--- src/common/sssm_pkg.sv ---
// constants and carrier types for the supply sequencing status monitor
package sssm_pkg;
    localparam int          NUM_CH        = 6;
    localparam logic [7:0]  CMD_TEMP_WARNING_FLAG   = 8'h51;
    localparam logic [7:0]  CMD_PG_ON     = 8'h5E;
    localparam logic [7:0]  CMD_PG_OFF    = 8'h5F;
    localparam logic [7:0]  CMD_TON_DLY   = 8'h60;
    localparam logic [7:0]  CMD_TON_MAX   = 8'h62;
    localparam logic [7:0]  CMD_TOFF_DLY  = 8'h64;
    localparam logic [7:0]  CMD_STAT_BYTE = 8'h78;
    localparam logic [7:0]  CMD_STAT_WORD = 8'h79;
    localparam logic [7:0]  CMD_STAT_VOLT = 8'h7A;
    localparam logic [7:0]  CMD_STAT_COMM = 8'h7E;
    localparam logic [7:0]  CMD_STAT_VEND = 8'h80;
    localparam logic [7:0]  CMD_MODE      = 8'hD1;
    localparam int          MODE_ALERT_BIT = 13;
    localparam logic [15:0] MODE_RESET    = 16'h0000;
    localparam logic [15:0] TON_MAX_NEG   = 16'h8000;
    localparam logic [15:0] ZERO16        = 16'h0000;
    localparam int          CLK_MHZ       = 250;
    localparam int          MS_TIME       = 1;
    localparam int          MS_CYCLES     = MS_TIME * CLK_MHZ * 1000;
    // bit positions
    localparam int SB_OV = 5, SB_OC = 4, SB_TEMP = 2, SB_CML = 1, SB_CA = 0;
    localparam int SW_VOUT = 15, SW_IOUT = 14, SW_MFR = 12, SW_PGF = 11;
    localparam int SV_OVF = 7, SV_OVW = 6, SV_UVW = 5, SV_UVF = 4, SV_TON = 2;
    localparam int SC_CMD = 7, SC_DATA = 6, SC_LOG = 0;
    localparam int SM_OFF = 7, SM_OTW = 6, SM_OTF = 5, SM_WDG = 4;
    localparam int SM_MRG = 3, SM_PGF = 2, SM_OCF = 1, SM_OCW = 0;

    typedef struct packed {
        logic        write;
        logic        read;
        logic [7:0]  cmd;
        logic [15:0] data;
    } sssm_req_type;

    typedef struct packed {
        logic ov_fault;
        logic ov_warn;
        logic uv_warn;
        logic uv_fault;
        logic overcurrent_fault_flag;
        logic overcurrent_warning_flag;
    } sssm_mon_type;

    typedef enum logic [2:0] {
        CH_OFF, CH_TON_WAIT, CH_RAMP, CH_ON, CH_TOFF_WAIT
    } sssm_ch_type;
endpackage

--- src/sssm_top.sv ---
// sequencing, power-good and status registers for six supply channels
`timescale 1ns/1ps
module sssm_top
#(
    parameter int CYC_PER_MS = sssm_pkg::MS_CYCLES
)
(
    input  wire logic                 core_clk,
    input  wire logic                 arst_n,
    input  wire sssm_pkg::sssm_req_type req,
    output logic [15:0]               rd_data,
    input  wire logic                 clear_faults,
    input  wire logic [5:0]           start_cmd,
    input  wire logic [5:0]           stop_cmd,
    input  wire logic [5:0]           stop_now_cmd,
    input  wire logic                 control_pin,
    input  wire logic                 control_pin_en,
    input  wire logic                 control_immediate,
    input  wire logic [95:0]          vout_meas,
    input  wire logic [95:0]          uv_fault_level,
    input  wire logic [15:0]          temp_meas,
    input  wire sssm_pkg::sssm_mon_type mon,
    input  wire logic                 temp_fault_flag,
    input  wire logic                 margin_fail,
    input  wire logic                 watchdog_event,
    input  wire logic                 bad_command_flag,
    input  wire logic                 bad_data_flag,
    input  wire logic                 log_full,
    input  wire logic                 log_error,
    output logic [5:0]                supply_enable_out,
    output logic                      power_good_out,
    output logic                      margin_allowed,
    output logic [5:0]                fault_response_req,
    output logic                      alert_out,
    output logic                      ara_respond
);
    // pin crosses into core clock domain
    logic       pin_s1;
    logic       pin_s2;
    logic       pin_d;
    logic       ms_tick;
    logic [17:0] ms_cnt;
    logic [15:0] mode_cfg;
    logic [15:0] overtemp_warning_limit;
    logic [15:0] pg_on  [6];
    logic [15:0] pg_off [6];
    logic [15:0] ton_dly [6];
    logic [15:0] ton_max [6];
    logic [15:0] toff_dly [6];
    logic [15:0] ch_cnt [6];
    sssm_pkg::sssm_ch_type ch_st [6];
    logic [5:0]  ch_was_good;
    logic [7:0]  stat_byte;
    logic [15:8] stat_hi;
    logic [7:0]  stat_volt;
    logic [7:0]  stat_comm;
    logic [7:0]  stat_vend;

    always_ff @(posedge core_clk or negedge arst_n)
    begin
        if (!arst_n)
        begin
            pin_s1 <= 1'b0;
            pin_s2 <= 1'b0;
            pin_d  <= 1'b0;
        end
        else
        begin
            pin_s1 <= control_pin;
            pin_s2 <= pin_s1;
            pin_d  <= pin_s2;
        end
    end

    wire pin_rise = pin_s2 & ~pin_d & control_pin_en;
    wire pin_fall = ~pin_s2 & pin_d & control_pin_en;

    // millisecond enable from core clock
    assign ms_tick = (ms_cnt == 18'(CYC_PER_MS - 1));
    always_ff @(posedge core_clk or negedge arst_n)
    begin
        if (!arst_n)
            ms_cnt <= '0;
        else
            ms_cnt <= ms_tick ? '0 : ms_cnt + 18'h00001;
    end

    // command writes; settings are two-byte direct values
    wire wr = req.write;
    always_ff @(posedge core_clk or negedge arst_n)
    begin
        if (!arst_n)
        begin
            mode_cfg      <= sssm_pkg::MODE_RESET;
            overtemp_warning_limit <= sssm_pkg::ZERO16;
        end
        else if (wr && req.cmd == sssm_pkg::CMD_MODE)
            mode_cfg <= req.data;
        else if (wr && req.cmd == sssm_pkg::CMD_TEMP_WARNING_FLAG)
            overtemp_warning_limit <= req.data;
    end

    logic [5:0] ch_good_now;
    logic [5:0] ch_above_off;
    logic [5:0] ch_enabled;
    logic [5:0] ch_ton_fault;
    logic [5:0] ch_pg_fall;
    logic [5:0] ch_uv_mask;
    logic [5:0] ch_off_seq;

    genvar g;
    generate
        for (g = 0; g < sssm_pkg::NUM_CH; g++)
        begin : g_ch
            wire [15:0] v = vout_meas[g*16 +: 16];
            wire [15:0] uv = uv_fault_level[g*16 +: 16];
            wire ch_sel = 1'b1;
            wire cnt_done = (ch_cnt[g] == sssm_pkg::ZERO16);
            wire go  = start_cmd[g] | pin_rise;
            wire now = stop_now_cmd[g] | (pin_fall & control_immediate);
            wire stp = stop_cmd[g] | (pin_fall & ~control_immediate);
            // zero limit disables channel; negative limit is invalid
            assign ch_enabled[g] = (ton_max[g] != sssm_pkg::ZERO16) &&
                                   ton_max[g] < sssm_pkg::TON_MAX_NEG;
            assign ch_good_now[g]  = v > pg_on[g];
            assign ch_above_off[g] = v >= pg_off[g];
            assign ch_uv_mask[g]   = (ch_st[g] == sssm_pkg::CH_TON_WAIT);
            assign ch_off_seq[g]   = ch_enabled[g] &&
                (ch_st[g] == sssm_pkg::CH_TON_WAIT ||
                 ch_st[g] == sssm_pkg::CH_TOFF_WAIT);
            assign ch_ton_fault[g] = (ch_st[g] == sssm_pkg::CH_RAMP) &&
                ms_tick && cnt_done && !(v > uv);
            assign ch_pg_fall[g] = ch_was_good[g] && !ch_above_off[g] &&
                ch_enabled[g];

            always_ff @(posedge core_clk or negedge arst_n)
            begin
                if (!arst_n)
                begin
                    pg_on[g]    <= '0;
                    pg_off[g]   <= '0;
                    ton_dly[g]  <= '0;
                    ton_max[g]  <= '0;
                    toff_dly[g] <= '0;
                end
                else if (wr && ch_sel)
                begin
                    if (req.cmd == sssm_pkg::CMD_PG_ON)
                        pg_on[g] <= req.data;
                    if (req.cmd == sssm_pkg::CMD_PG_OFF)
                        pg_off[g] <= req.data;
                    if (req.cmd == sssm_pkg::CMD_TON_DLY)
                        ton_dly[g] <= req.data;
                    if (req.cmd == sssm_pkg::CMD_TON_MAX)
                        ton_max[g] <= req.data;
                    if (req.cmd == sssm_pkg::CMD_TOFF_DLY)
                        toff_dly[g] <= req.data;
                end
            end

            always_ff @(posedge core_clk or negedge arst_n)
            begin
                if (!arst_n)
                begin
                    ch_st[g]  <= sssm_pkg::CH_OFF;
                    ch_cnt[g] <= '0;
                    supply_enable_out[g] <= 1'b0;
                    ch_was_good[g] <= 1'b0;
                end
                else
                begin
                    if (ch_good_now[g])
                        ch_was_good[g] <= 1'b1;
                    else if (!ch_above_off[g] || !ch_enabled[g])
                        ch_was_good[g] <= 1'b0;
                    if (!ch_enabled[g] || now)
                    begin
                        ch_st[g] <= sssm_pkg::CH_OFF;
                        supply_enable_out[g] <= 1'b0;
                    end
                    else
                    case (ch_st[g])
                    sssm_pkg::CH_OFF:
                        if (go)
                        begin
                            ch_st[g]  <= sssm_pkg::CH_TON_WAIT;
                            ch_cnt[g] <= ton_dly[g];
                        end
                    sssm_pkg::CH_TON_WAIT:
                        if (ms_tick && cnt_done)
                        begin
                            ch_st[g] <= sssm_pkg::CH_RAMP;
                            ch_cnt[g] <= ton_max[g];
                            supply_enable_out[g] <= 1'b1;
                        end
                        else if (ms_tick)
                            ch_cnt[g] <= ch_cnt[g] - 16'h0001;
                    sssm_pkg::CH_RAMP:
                        if (v > uv)
                            ch_st[g] <= sssm_pkg::CH_ON;
                        else if (ch_ton_fault[g])
                        begin
                            ch_st[g] <= sssm_pkg::CH_OFF;
                            supply_enable_out[g] <= 1'b0;
                        end
                        else if (ms_tick)
                            ch_cnt[g] <= ch_cnt[g] - 16'h0001;
                    sssm_pkg::CH_ON:
                        if (stp)
                        begin
                            ch_st[g]  <= sssm_pkg::CH_TOFF_WAIT;
                            ch_cnt[g] <= toff_dly[g];
                        end
                    sssm_pkg::CH_TOFF_WAIT:
                        if (ms_tick && cnt_done)
                        begin
                            ch_st[g] <= sssm_pkg::CH_OFF;
                            supply_enable_out[g] <= 1'b0;
                        end
                        else if (ms_tick)
                            ch_cnt[g] <= ch_cnt[g] - 16'h0001;
                    default:
                        ch_st[g] <= sssm_pkg::CH_OFF;
                    endcase
                end
            end
        end
    endgenerate

    wire all_good = &(ch_good_now | ~ch_enabled) && |ch_enabled;
    wire any_low  = |(~ch_above_off & ch_enabled);
    assign margin_allowed = all_good;
    assign fault_response_req = ch_ton_fault;

    always_ff @(posedge core_clk or negedge arst_n)
    begin
        if (!arst_n)
            power_good_out <= 1'b0;
        else if (any_low)
            power_good_out <= 1'b0;
        else if (all_good)
            power_good_out <= 1'b1;
    end

    // sticky event sources; set wins over clear
    wire ev_temp_warn = $signed(temp_meas) > $signed(overtemp_warning_limit);
    wire [5:0] uv_f = {6{mon.uv_fault}} & ~ch_uv_mask;
    wire [5:0] uv_w = {6{mon.uv_warn}} & ~ch_uv_mask;
    wire ev_uvf = |uv_f;
    wire ev_uvw = |uv_w;
    wire ev_ton = |ch_ton_fault;
    wire ev_pgf = |ch_pg_fall;
    wire ev_off = |ch_off_seq | ev_ton;

    logic [7:0] set_volt;
    logic [7:0] set_vend;
    logic [7:0] set_comm;
    logic [7:0] set_byte;
    always_comb
    begin
        set_volt = '0;
        set_volt[sssm_pkg::SV_OVF] = mon.ov_fault;
        set_volt[sssm_pkg::SV_OVW] = mon.ov_warn;
        set_volt[sssm_pkg::SV_UVW] = ev_uvw;
        set_volt[sssm_pkg::SV_UVF] = ev_uvf;
        set_volt[sssm_pkg::SV_TON] = ev_ton;
        set_vend = '0;
        set_vend[sssm_pkg::SM_OFF] = ev_off;
        set_vend[sssm_pkg::SM_OTW] = ev_temp_warn;
        set_vend[sssm_pkg::SM_OTF] = temp_fault_flag;
        set_vend[sssm_pkg::SM_WDG] = watchdog_event;
        set_vend[sssm_pkg::SM_MRG] = margin_fail;
        set_vend[sssm_pkg::SM_PGF] = ev_pgf;
        set_vend[sssm_pkg::SM_OCF] = mon.overcurrent_fault_flag;
        set_vend[sssm_pkg::SM_OCW] = mon.overcurrent_warning_flag;
        set_comm = '0;
        set_comm[sssm_pkg::SC_CMD]  = bad_command_flag;
        set_comm[sssm_pkg::SC_DATA] = bad_data_flag;
        set_comm[sssm_pkg::SC_LOG]  = log_full;
        set_byte = '0;
        set_byte[sssm_pkg::SB_OV]   = mon.ov_fault;
        set_byte[sssm_pkg::SB_OC]   = mon.overcurrent_fault_flag;
        set_byte[sssm_pkg::SB_TEMP] = ev_temp_warn | temp_fault_flag;
        set_byte[sssm_pkg::SB_CML]  = |set_comm | log_error;
        set_byte[sssm_pkg::SB_CA]   = ev_ton | ev_pgf | ev_uvf | ev_uvw |
            mon.ov_warn | mon.overcurrent_warning_flag;
    end

    // status registers are read-only and hold until clear
    always_ff @(posedge core_clk or negedge arst_n)
    begin
        if (!arst_n)
        begin
            stat_byte <= '0;
            stat_volt <= '0;
            stat_comm <= '0;
            stat_vend <= '0;
            stat_hi   <= '0;
        end
        else
        begin
            stat_byte <= (clear_faults ? 8'h00 : stat_byte) | set_byte;
            stat_volt <= (clear_faults ? 8'h00 : stat_volt) | set_volt;
            stat_comm <= (clear_faults ? 8'h00 : stat_comm) | set_comm;
            stat_vend <= (clear_faults ? 8'h00 : stat_vend) | set_vend;
            stat_hi[sssm_pkg::SW_VOUT] <= (~clear_faults &
                stat_hi[sssm_pkg::SW_VOUT]) | (|set_volt);
            stat_hi[sssm_pkg::SW_IOUT] <= (~clear_faults &
                stat_hi[sssm_pkg::SW_IOUT]) | mon.overcurrent_fault_flag | mon.overcurrent_warning_flag;
            stat_hi[sssm_pkg::SW_MFR] <= (~clear_faults &
                stat_hi[sssm_pkg::SW_MFR]) | (|set_vend);
            stat_hi[sssm_pkg::SW_PGF] <= (~clear_faults &
                stat_hi[sssm_pkg::SW_PGF]) | ev_pgf;
            stat_hi[13] <= 1'b0;
            stat_hi[10:8] <= 3'h0;
        end
    end

    // alert: off and pg-failed bits are excluded
    wire alert_src = |(stat_volt) | |stat_comm | stat_byte[sssm_pkg::SB_CML] |
        |(stat_vend & 8'h7B);
    wire alert_en = mode_cfg[sssm_pkg::MODE_ALERT_BIT];
    always_ff @(posedge core_clk or negedge arst_n)
    begin
        if (!arst_n)
        begin
            alert_out   <= 1'b0;
            ara_respond <= 1'b0;
        end
        else
        begin
            alert_out   <= alert_en & alert_src;
            ara_respond <= alert_en & alert_src;
        end
    end

    // read path, one cycle after request
    logic [15:0] next_rd;
    always_comb
    begin
        if (req.cmd == sssm_pkg::CMD_STAT_BYTE)
            next_rd = {8'h00, stat_byte};
        else if (req.cmd == sssm_pkg::CMD_STAT_WORD)
            next_rd = {stat_hi, stat_byte};
        else if (req.cmd == sssm_pkg::CMD_STAT_VOLT)
            next_rd = {8'h00, stat_volt};
        else if (req.cmd == sssm_pkg::CMD_STAT_COMM)
            next_rd = {8'h00, stat_comm};
        else if (req.cmd == sssm_pkg::CMD_STAT_VEND)
            next_rd = {8'h00, stat_vend};
        else if (req.cmd == sssm_pkg::CMD_TEMP_WARNING_FLAG)
            next_rd = overtemp_warning_limit;
        else if (req.cmd == sssm_pkg::CMD_MODE)
            next_rd = mode_cfg;
        else if (req.cmd == sssm_pkg::CMD_TON_MAX)
            next_rd = ton_max[0];
        else if (req.cmd == sssm_pkg::CMD_PG_ON)
            next_rd = pg_on[0];
        else if (req.cmd == sssm_pkg::CMD_PG_OFF)
            next_rd = pg_off[0];
        else if (req.cmd == sssm_pkg::CMD_TON_DLY)
            next_rd = ton_dly[0];
        else if (req.cmd == sssm_pkg::CMD_TOFF_DLY)
            next_rd = toff_dly[0];
        else
            next_rd = 16'h0000;
    end

    always_ff @(posedge core_clk or negedge arst_n)
    begin
        if (!arst_n)
            rd_data <= '0;
        else if (req.read)
            rd_data <= next_rd;
    end

    property p_pg_drop;
        @(posedge core_clk) disable iff (!arst_n)
        any_low |=> !power_good_out;
    endproperty
    a_pg_drop: assert property (p_pg_drop) else $error("pg not dropped");

    property p_pg_rise;
        @(posedge core_clk) disable iff (!arst_n)
        $rose(power_good_out) |-> $past(all_good);
    endproperty
    a_pg_rise: assert property (p_pg_rise) else $error("pg early");

    property p_sticky;
        @(posedge core_clk) disable iff (!arst_n)
        (stat_byte[0] && !clear_faults) |=> stat_byte[0];
    endproperty
    a_sticky: assert property (p_sticky) else $error("bit lost");

    property p_ton;
        @(posedge core_clk) disable iff (!arst_n)
        ev_ton |=> stat_volt[sssm_pkg::SV_TON] && stat_byte[0] && stat_hi[15];
    endproperty
    a_ton: assert property (p_ton) else $error("ton bits");

    property p_zero;
        @(posedge core_clk) disable iff (!arst_n)
        stat_byte[7:6] == 2'b00 && stat_byte[3] == 1'b0 && stat_hi[13] == 1'b0;
    endproperty
    a_zero: assert property (p_zero) else $error("reserved set");

    property p_alert;
        @(posedge core_clk) disable iff (!arst_n)
        !alert_en |=> !alert_out;
    endproperty
    a_alert: assert property (p_alert) else $error("alert gated");

    property p_pgf;
        @(posedge core_clk) disable iff (!arst_n)
        ev_pgf |=> stat_vend[sssm_pkg::SM_PGF] && stat_hi[11] && stat_hi[12];
    endproperty
    a_pgf: assert property (p_pgf) else $error("pg fail bits");

    property p_now;
        @(posedge core_clk) disable iff (!arst_n)
        stop_now_cmd[0] |=> !supply_enable_out[0];
    endproperty
    a_now: assert property (p_now) else $error("immediate off");
endmodule

--- config.mk ---
export PLATFORM = sky130hd
export DESIGN_NAME = sssm_top
export DESIGN_NICKNAME = d
export VERILOG_FILES = /design/src/common/sssm_pkg.sv /design/src/sssm_top.sv
export SDC_FILE = /design/constraint.sdc
export NUM_CORES = 1
export LEC_CHECK = 0
export BUFFER_PORTS_ARGS = -buffer_cell sky130_fd_sc_hd__buf_2
export CORE_ASPECT_RATIO = 0.7
export CORE_MARGIN = 10
export CORE_UTILIZATION = 30
export DETAILED_ROUTE_END_ITERATION = 12
export PLACE_DENSITY = 0.52
export SETUP_SLACK_MARGIN = 0.1
export SYNTH_ARGS = -nofsm -noshare
export SYNTH_HDL_FRONTEND = slang
export SYNTH_SLANG_ARGS = --single-unit
export TNS_END_PERCENT = 20
--- constraint.sdc ---
create_clock -name core_clk -period 4.4 [get_ports core_clk]
set_input_delay 0.88 -clock core_clk [delete_from_list [all_inputs] [get_ports core_clk]]
set_output_delay 0.88 -clock core_clk [all_outputs]
set_load 0.005 [all_outputs]
# Yosys cells after proc, flatten, opt, wreduce, memory -nomap -nowiden
# Cells that the tools add are included.
[word_totals] output_inout_bits=32 register_bits=313 in_bits=271 elab_cells=555
[op_classes] n_lt_le_gt_ge=20 n_mux=163 bitwise=67 addsub=7 reduce_logical=146 n_eq_ne=109
[ops] operator="16-bit 2-to-1 mux" count=54
[ops] operator="16-bit case mux with 5 select lines" count=6
[ops] operator="16-bit greater-than comparator" count=13
[ops] operator="3-bit 2-to-1 mux" count=42
[ops] operator="16-bit >= comparator" count=6
[ops] operator="16-bit zero test" count=6
[ops] operator="16-bit by 1-bit subtractor with 16-bit output, second input constant" count=6
[ops] operator="3-bit case mux with 5 select lines" count=6
[ops] operator="8-bit by 7-bit == test with 1-bit output, second input constant" count=10
[ops] operator="2-bit inequality test, second input constant" count=30
[ops] operator="5-bit AND reduction" count=12
[ops] operator="1-bit logical AND" count=46
[ops] operator="1-bit 2-to-1 mux" count=44
[ops] operator="7-bit AND reduction" count=6
[ops] operator="6-bit OR reduction" count=7
[ops] operator="3-bit by 2-bit == test with 1-bit output, second input constant" count=12
[ops] operator="3-bit by 1-bit inequality test with 1-bit output, second input constant" count=12
[ops] operator="3-bit by 2-bit inequality test with 1-bit output, second input constant" count=12
[ops] operator="3-bit inequality test, second input constant" count=12
[ops] operator="1-bit bitwise OR" count=34
[ops] operator="8-bit 2-to-1 mux" count=4
[ops] operator="5-bit nonzero test" count=6
[ops] operator="4-bit by 2-bit inequality test with 1-bit output, second input constant" count=6
[ops] operator="8-bit bitwise OR" count=3
[ops] operator="26 further kinds" count=117

# Longest topological paths before layout
[logic_depth] depth_word=13 ltp_mapped=12 ltp_nobuf=10

# Worst setup path before layout
# No wires, ideal clock.
[synth_path] path_type="input port to output port" startpoint="input vout_meas[78]" endpoint="output margin_allowed" setup_slack_ns=0.976 n_path_buf=0 path_stages=8 required_time_ns=3.520 arrival_time_ns=2.544 cell_sequence="ha_1 -> nand4_1 -> or4_1 -> a21oi_1 -> a2111oi_0 -> a2bb2oi_1 -> nand4_1 -> nor3_1"
[synth_via] elab_chain_len=4
[synth_lines] item="start: declaration" line="sssm_top.sv:19" text="input wire logic [95:0] vout_meas,"
[synth_lines] item="16-bit greater-than comparator" line="sssm_top.sv:125" text="assign ch_good_now[g] = v > pg_on[g];"
[synth_lines] item="6-bit bitwise OR" line="sssm_top.sv:230" text="wire all_good = &(ch_good_now | ~ch_enabled) && |ch_enabled;"
[synth_lines] item="6-bit AND reduction" line="sssm_top.sv:230"
[synth_lines] item="1-bit logical AND" line="sssm_top.sv:230"
[synth_lines] item="end: declaration" line="sssm_top.sv:32" text="output logic margin_allowed,"
# Every way passes these cells.

# Worst setup path in the final report
[layout_path] startpoint="register pg_on[13] in the netlist's numbering" endpoint="output margin_allowed"
[layout_via] elab_chain_len=4 word_cells_on_any_way=9 classes_between="order compare: 6; bitwise: 1; reduce/logical: 2"
[layout_lines] item="start: declaration" line="sssm_top.sv:45" text="logic [15:0] pg_on [6];"
[layout_lines] item="start signal: indexed assignment" line="sssm_top.sv:149" text="pg_on[g] <= req.data;"
[layout_lines] item="16-bit greater-than comparator"
[layout_lines] item="6-bit bitwise OR *" line="sssm_top.sv:230"
[layout_lines] item="6-bit AND reduction *" line="sssm_top.sv:230"
[layout_lines] item="1-bit logical AND *" line="sssm_top.sv:230"
# Every way passes the cells marked *; elsewhere a longest branch is shown, timed or not.

==> results.txt <==
* Result of the run: finished, final reports clean
* H-tree level count: 2
* Hold Buf Count CTS: 0
- Static timing analysis puts the maximum clock frequency at 234.3 MHz.
- No sink is reached through more buffers than the 3 on the longest clock path.
- Max-cap violations in this run came to 0.
* Critical path required time: 3.52 ns
* Startpoint types: register
* Post-synth EDFFs: 0
- Register with the highest flop count: ch_cnt
- After detailed routing, the number of remaining DRC violations is 0.
* Core region area: 83,960 um^2
- Reg-to-reg slack, setup: 0.79 ns
- Vias per inst: 5.743
- The library cell used most frequently in the layout, excluding fill and tap cells, is ha_1.
- At the end of routability-driven placement, the weighted congestion stood at 0.9457.
- In this run the tightest slew margin relative to its limit is 15.05%.
- In the post-synthesis netlist, the biggest area contributors are dfrtp_1, ha_1, mux2_2, o21ai_0, a21oi_1.
- Count of state elements after synthesis: 302
- Count of placed standard cells in the final layout, fillers left out: 4,446
- Of all flip-flops after synthesis, the portion carrying an async set or reset was 100.0%.
* Maximum number of pins on one net before global-route repair: 80
- Worst vdd rail ir drop: 0.2233 mV
* Capturing element type of the critical path: primary output
* Synth Warn #: 0
* Hpwl dp: 85.86 mm
- Initial Util: 30.15%
- Clock tree synthesis found a total of 302 sinks.
- After technology mapping, the gate count stands at 2,985.
- The worst path needs 4.267 ns of the cycle, external delays included.
- Detailed routing inserted a total of 25,533 vias.
- Depth of the worst register-to-register path: 10
* Number of nets in the synthesized netlist: 3,567
- Data arrival at the endpoint of the critical path: 3.39 ns
- Clock tree synthesis selected as its root buffer the cell clkbuf_16.
* Final-report max-slew violation count: 0
- Clock skew on the completed layout was measured at 0.02271 ns.
- The endpoint identified for the worst register-to-register timing path is ch_cnt[76]$_DFFE_PN0P_.
- Slew of the pin with the lowest slew margin: 1.269 ns
- The number of clock buffers added by TritonCTS is 37.
- The floorplan step set the die width to 367.2 um.
- The die is 263.0 um tall.
* Power per Cell Area: 356.9 nW/um^2
* First-pass GRT wire length: 164.1 mm
* RSZ-0062 raised after global routing: true
- Registers with the highest flip-flop counts: ch_cnt: 96 flops, ch_st: 18 flops, ms_cnt: 18 flops
- Netlist Area Pre-Place: 25,310 um^2
- Violation count after the first detailed-route iteration: 3,025
- The later pin in the worst-skew pair is clocked with a latency of 0.59 ns.
- The total overflow left after global routing is 0.
- For this run, the post-layout net count is 3,858.
- The die covers 96,590 um^2.
* Residual antenna-violating net count after detailed routing: 0
- Flip-flop count of the largest register after layout: 96
- Library cells used by synthesis: 92
* Leak pwr: 13.43 nW
* Top flip-flop cell by instance count after synthesis: dfrtp_1
* Number of failing hold endpoints at the final stage: 0
- The largest total area in the synthesized netlist belongs to dfrtp_1.
- Fraction of the yosys area taken by sequential cells: 29.85%
- The tightest min-delay check is of the in2async type.
* Area grow syn2layout: 18.21%
* Total negative slack: 0 ns
- For this design the top-level I/O count stands at 303.
* TritonCTS clock tree: yes
* Detail-routed net length per standard cell: 25.42 um
- Once placement completed, the tool counted placed cells totaling 4,372.
- DRT Pass-1 Iters: 8
- Global routing used 22.25% of the available tracks.
* Clock-pin transition on the worst setup and hold timing paths: 0.06 ns
* Quantity of I/O buffers inserted on ports: 302
- The number of antenna violations at the first check in global routing is 22.
- Post-route fraction of the period consumed by the critical path: 96.98%
- In this run the worst path has a maximum fanout of 5.
- Post-synthesis area per instance: 8.480 um^2
- Startpoint of the worst register-to-register path: ms_cnt[6]$_DFF_PN0_
- Final-report setup violation count: 0
- Total wire length after detailed routing: 113.0 mm
* Cell Rows: 89
- The via count of the first global-routing pass was 23,893.
* Startpoint-to-endpoint class of the critical path: reg2out
- The top cell type by area accounts for 29.85% of the synthesized area.
- In the layout the commonest cells are ha_1, dfrtp_1, buf_2.
* Layout cell share with drive strength beyond 1: 19.18%
## worst max-delay path by stage
stage	from	end	slack (ns)
global route	pg_on[13]$_DFFE_PN0P_	margin_allowed	0.02
global placement	vout_meas[90]	margin_allowed	0.40
finish	pg_on[13]$_DFFE_PN0P_	margin_allowed	0.13
detailed placement	vout_meas[90]	margin_allowed	0.34
floorplan	vout_meas[78]	margin_allowed	0.98
CTS	pg_on[13]$_DFFE_PN0P_	margin_allowed	0.15
## worst max-delay path, cell delays in order (launching register included)
cell	delay [ns]
dfrtp_1	0.39
clkinvlp_4	0.29
ha_1	0.39
nand4_1	0.15
nor4_1	0.44
nand2_1	0.10
a31oi_1	0.51
nand4_1	0.18
nor3_2	0.16
buf_2	0.18
## where the power goes
group	internal, mW	switching [mW]	leakage (nW)
clock network	2.16	1.36	0.658
registers	3.17	0.549	4.01
logic	1.33	2.11	8.76
## Yosys cell counts (40+ instances only)
cell and number:
ha_1 311, dfrtp_1 302, o21ai_0 252, nand2_1 227, nor2_1 221, inv_1 203, a21oi_1 199, clkbuf_1 122
mux2_2 117, nor3_1 82, nand3_1 64, nand4_1 56, nor4_1 55, a221oi_1 47, a31oi_1 42, a211oi_1 40
a21o_1 40, o22ai_1 40
## per-layer routing
layer	wire length, um	share of wire (%)	up-vias	global-route usage [%]
met5	266	0.24	-	1.163
met1	50910	45	12332	31.16
met2	47680	42	1166	32.91
met4	3004	2.7	18	5.748
li1	-	-	11814	-
met3	11150	9.9	203	6.463
## through the flow
step | hold WS (ns) | util, % | power, mW | worst slack (ns) | area [um^2]
global placement | 0.3383 | 33.94 | 7.083 | 0.3977 | 28500
CTS | 0.3092 | 35.61 | 10.65 | 0.1465 | 29900
detailed placement | 0.3401 | 33.94 | 7.083 | 0.3447 | 28500
global route | 0.3442 | 35.63 | 11.26 | 0.02249 | 29920
floorplan | 0.3312 | - | 5.802 | 0.9756 | 25310
finish | 0.2918 | 35.64 | 10.68 | 0.1328 | 29930
## kinds of logic after synthesis
group	synth area share [%]
XOR/XNOR	1.799
AO/OA/AOI/OAI	24.55
buffers and inverters	5.630
flip-flops	29.85
adder cells (fa/ha/maj)	15.41
AND/OR/NAND/NOR	17.43
multiplexers	5.323
## cell type report
class / instances / area (um^2)
Antenna cell: 8 / 20.02
Clock buffer: 49 / 1051
Clock inverter: 15 / 302.8
Fill cell: 8809 / 54040
Inverter: 206 / 777.0
Multi-Input combinational cell: 2317 / 16410
Sequential cell: 302 / 7559
Tap cell: 1137 / 1423
Timing Repair Buffer: 412 / 2385
## repair_timing
item / in CTS / in global routing
buffers inserted: 2 / 0
pin swaps: 3 / 1
resized for setup: 4 / 2
setup endpoints to repair: 1 / 3
Power figures use the tool's default switching activity.
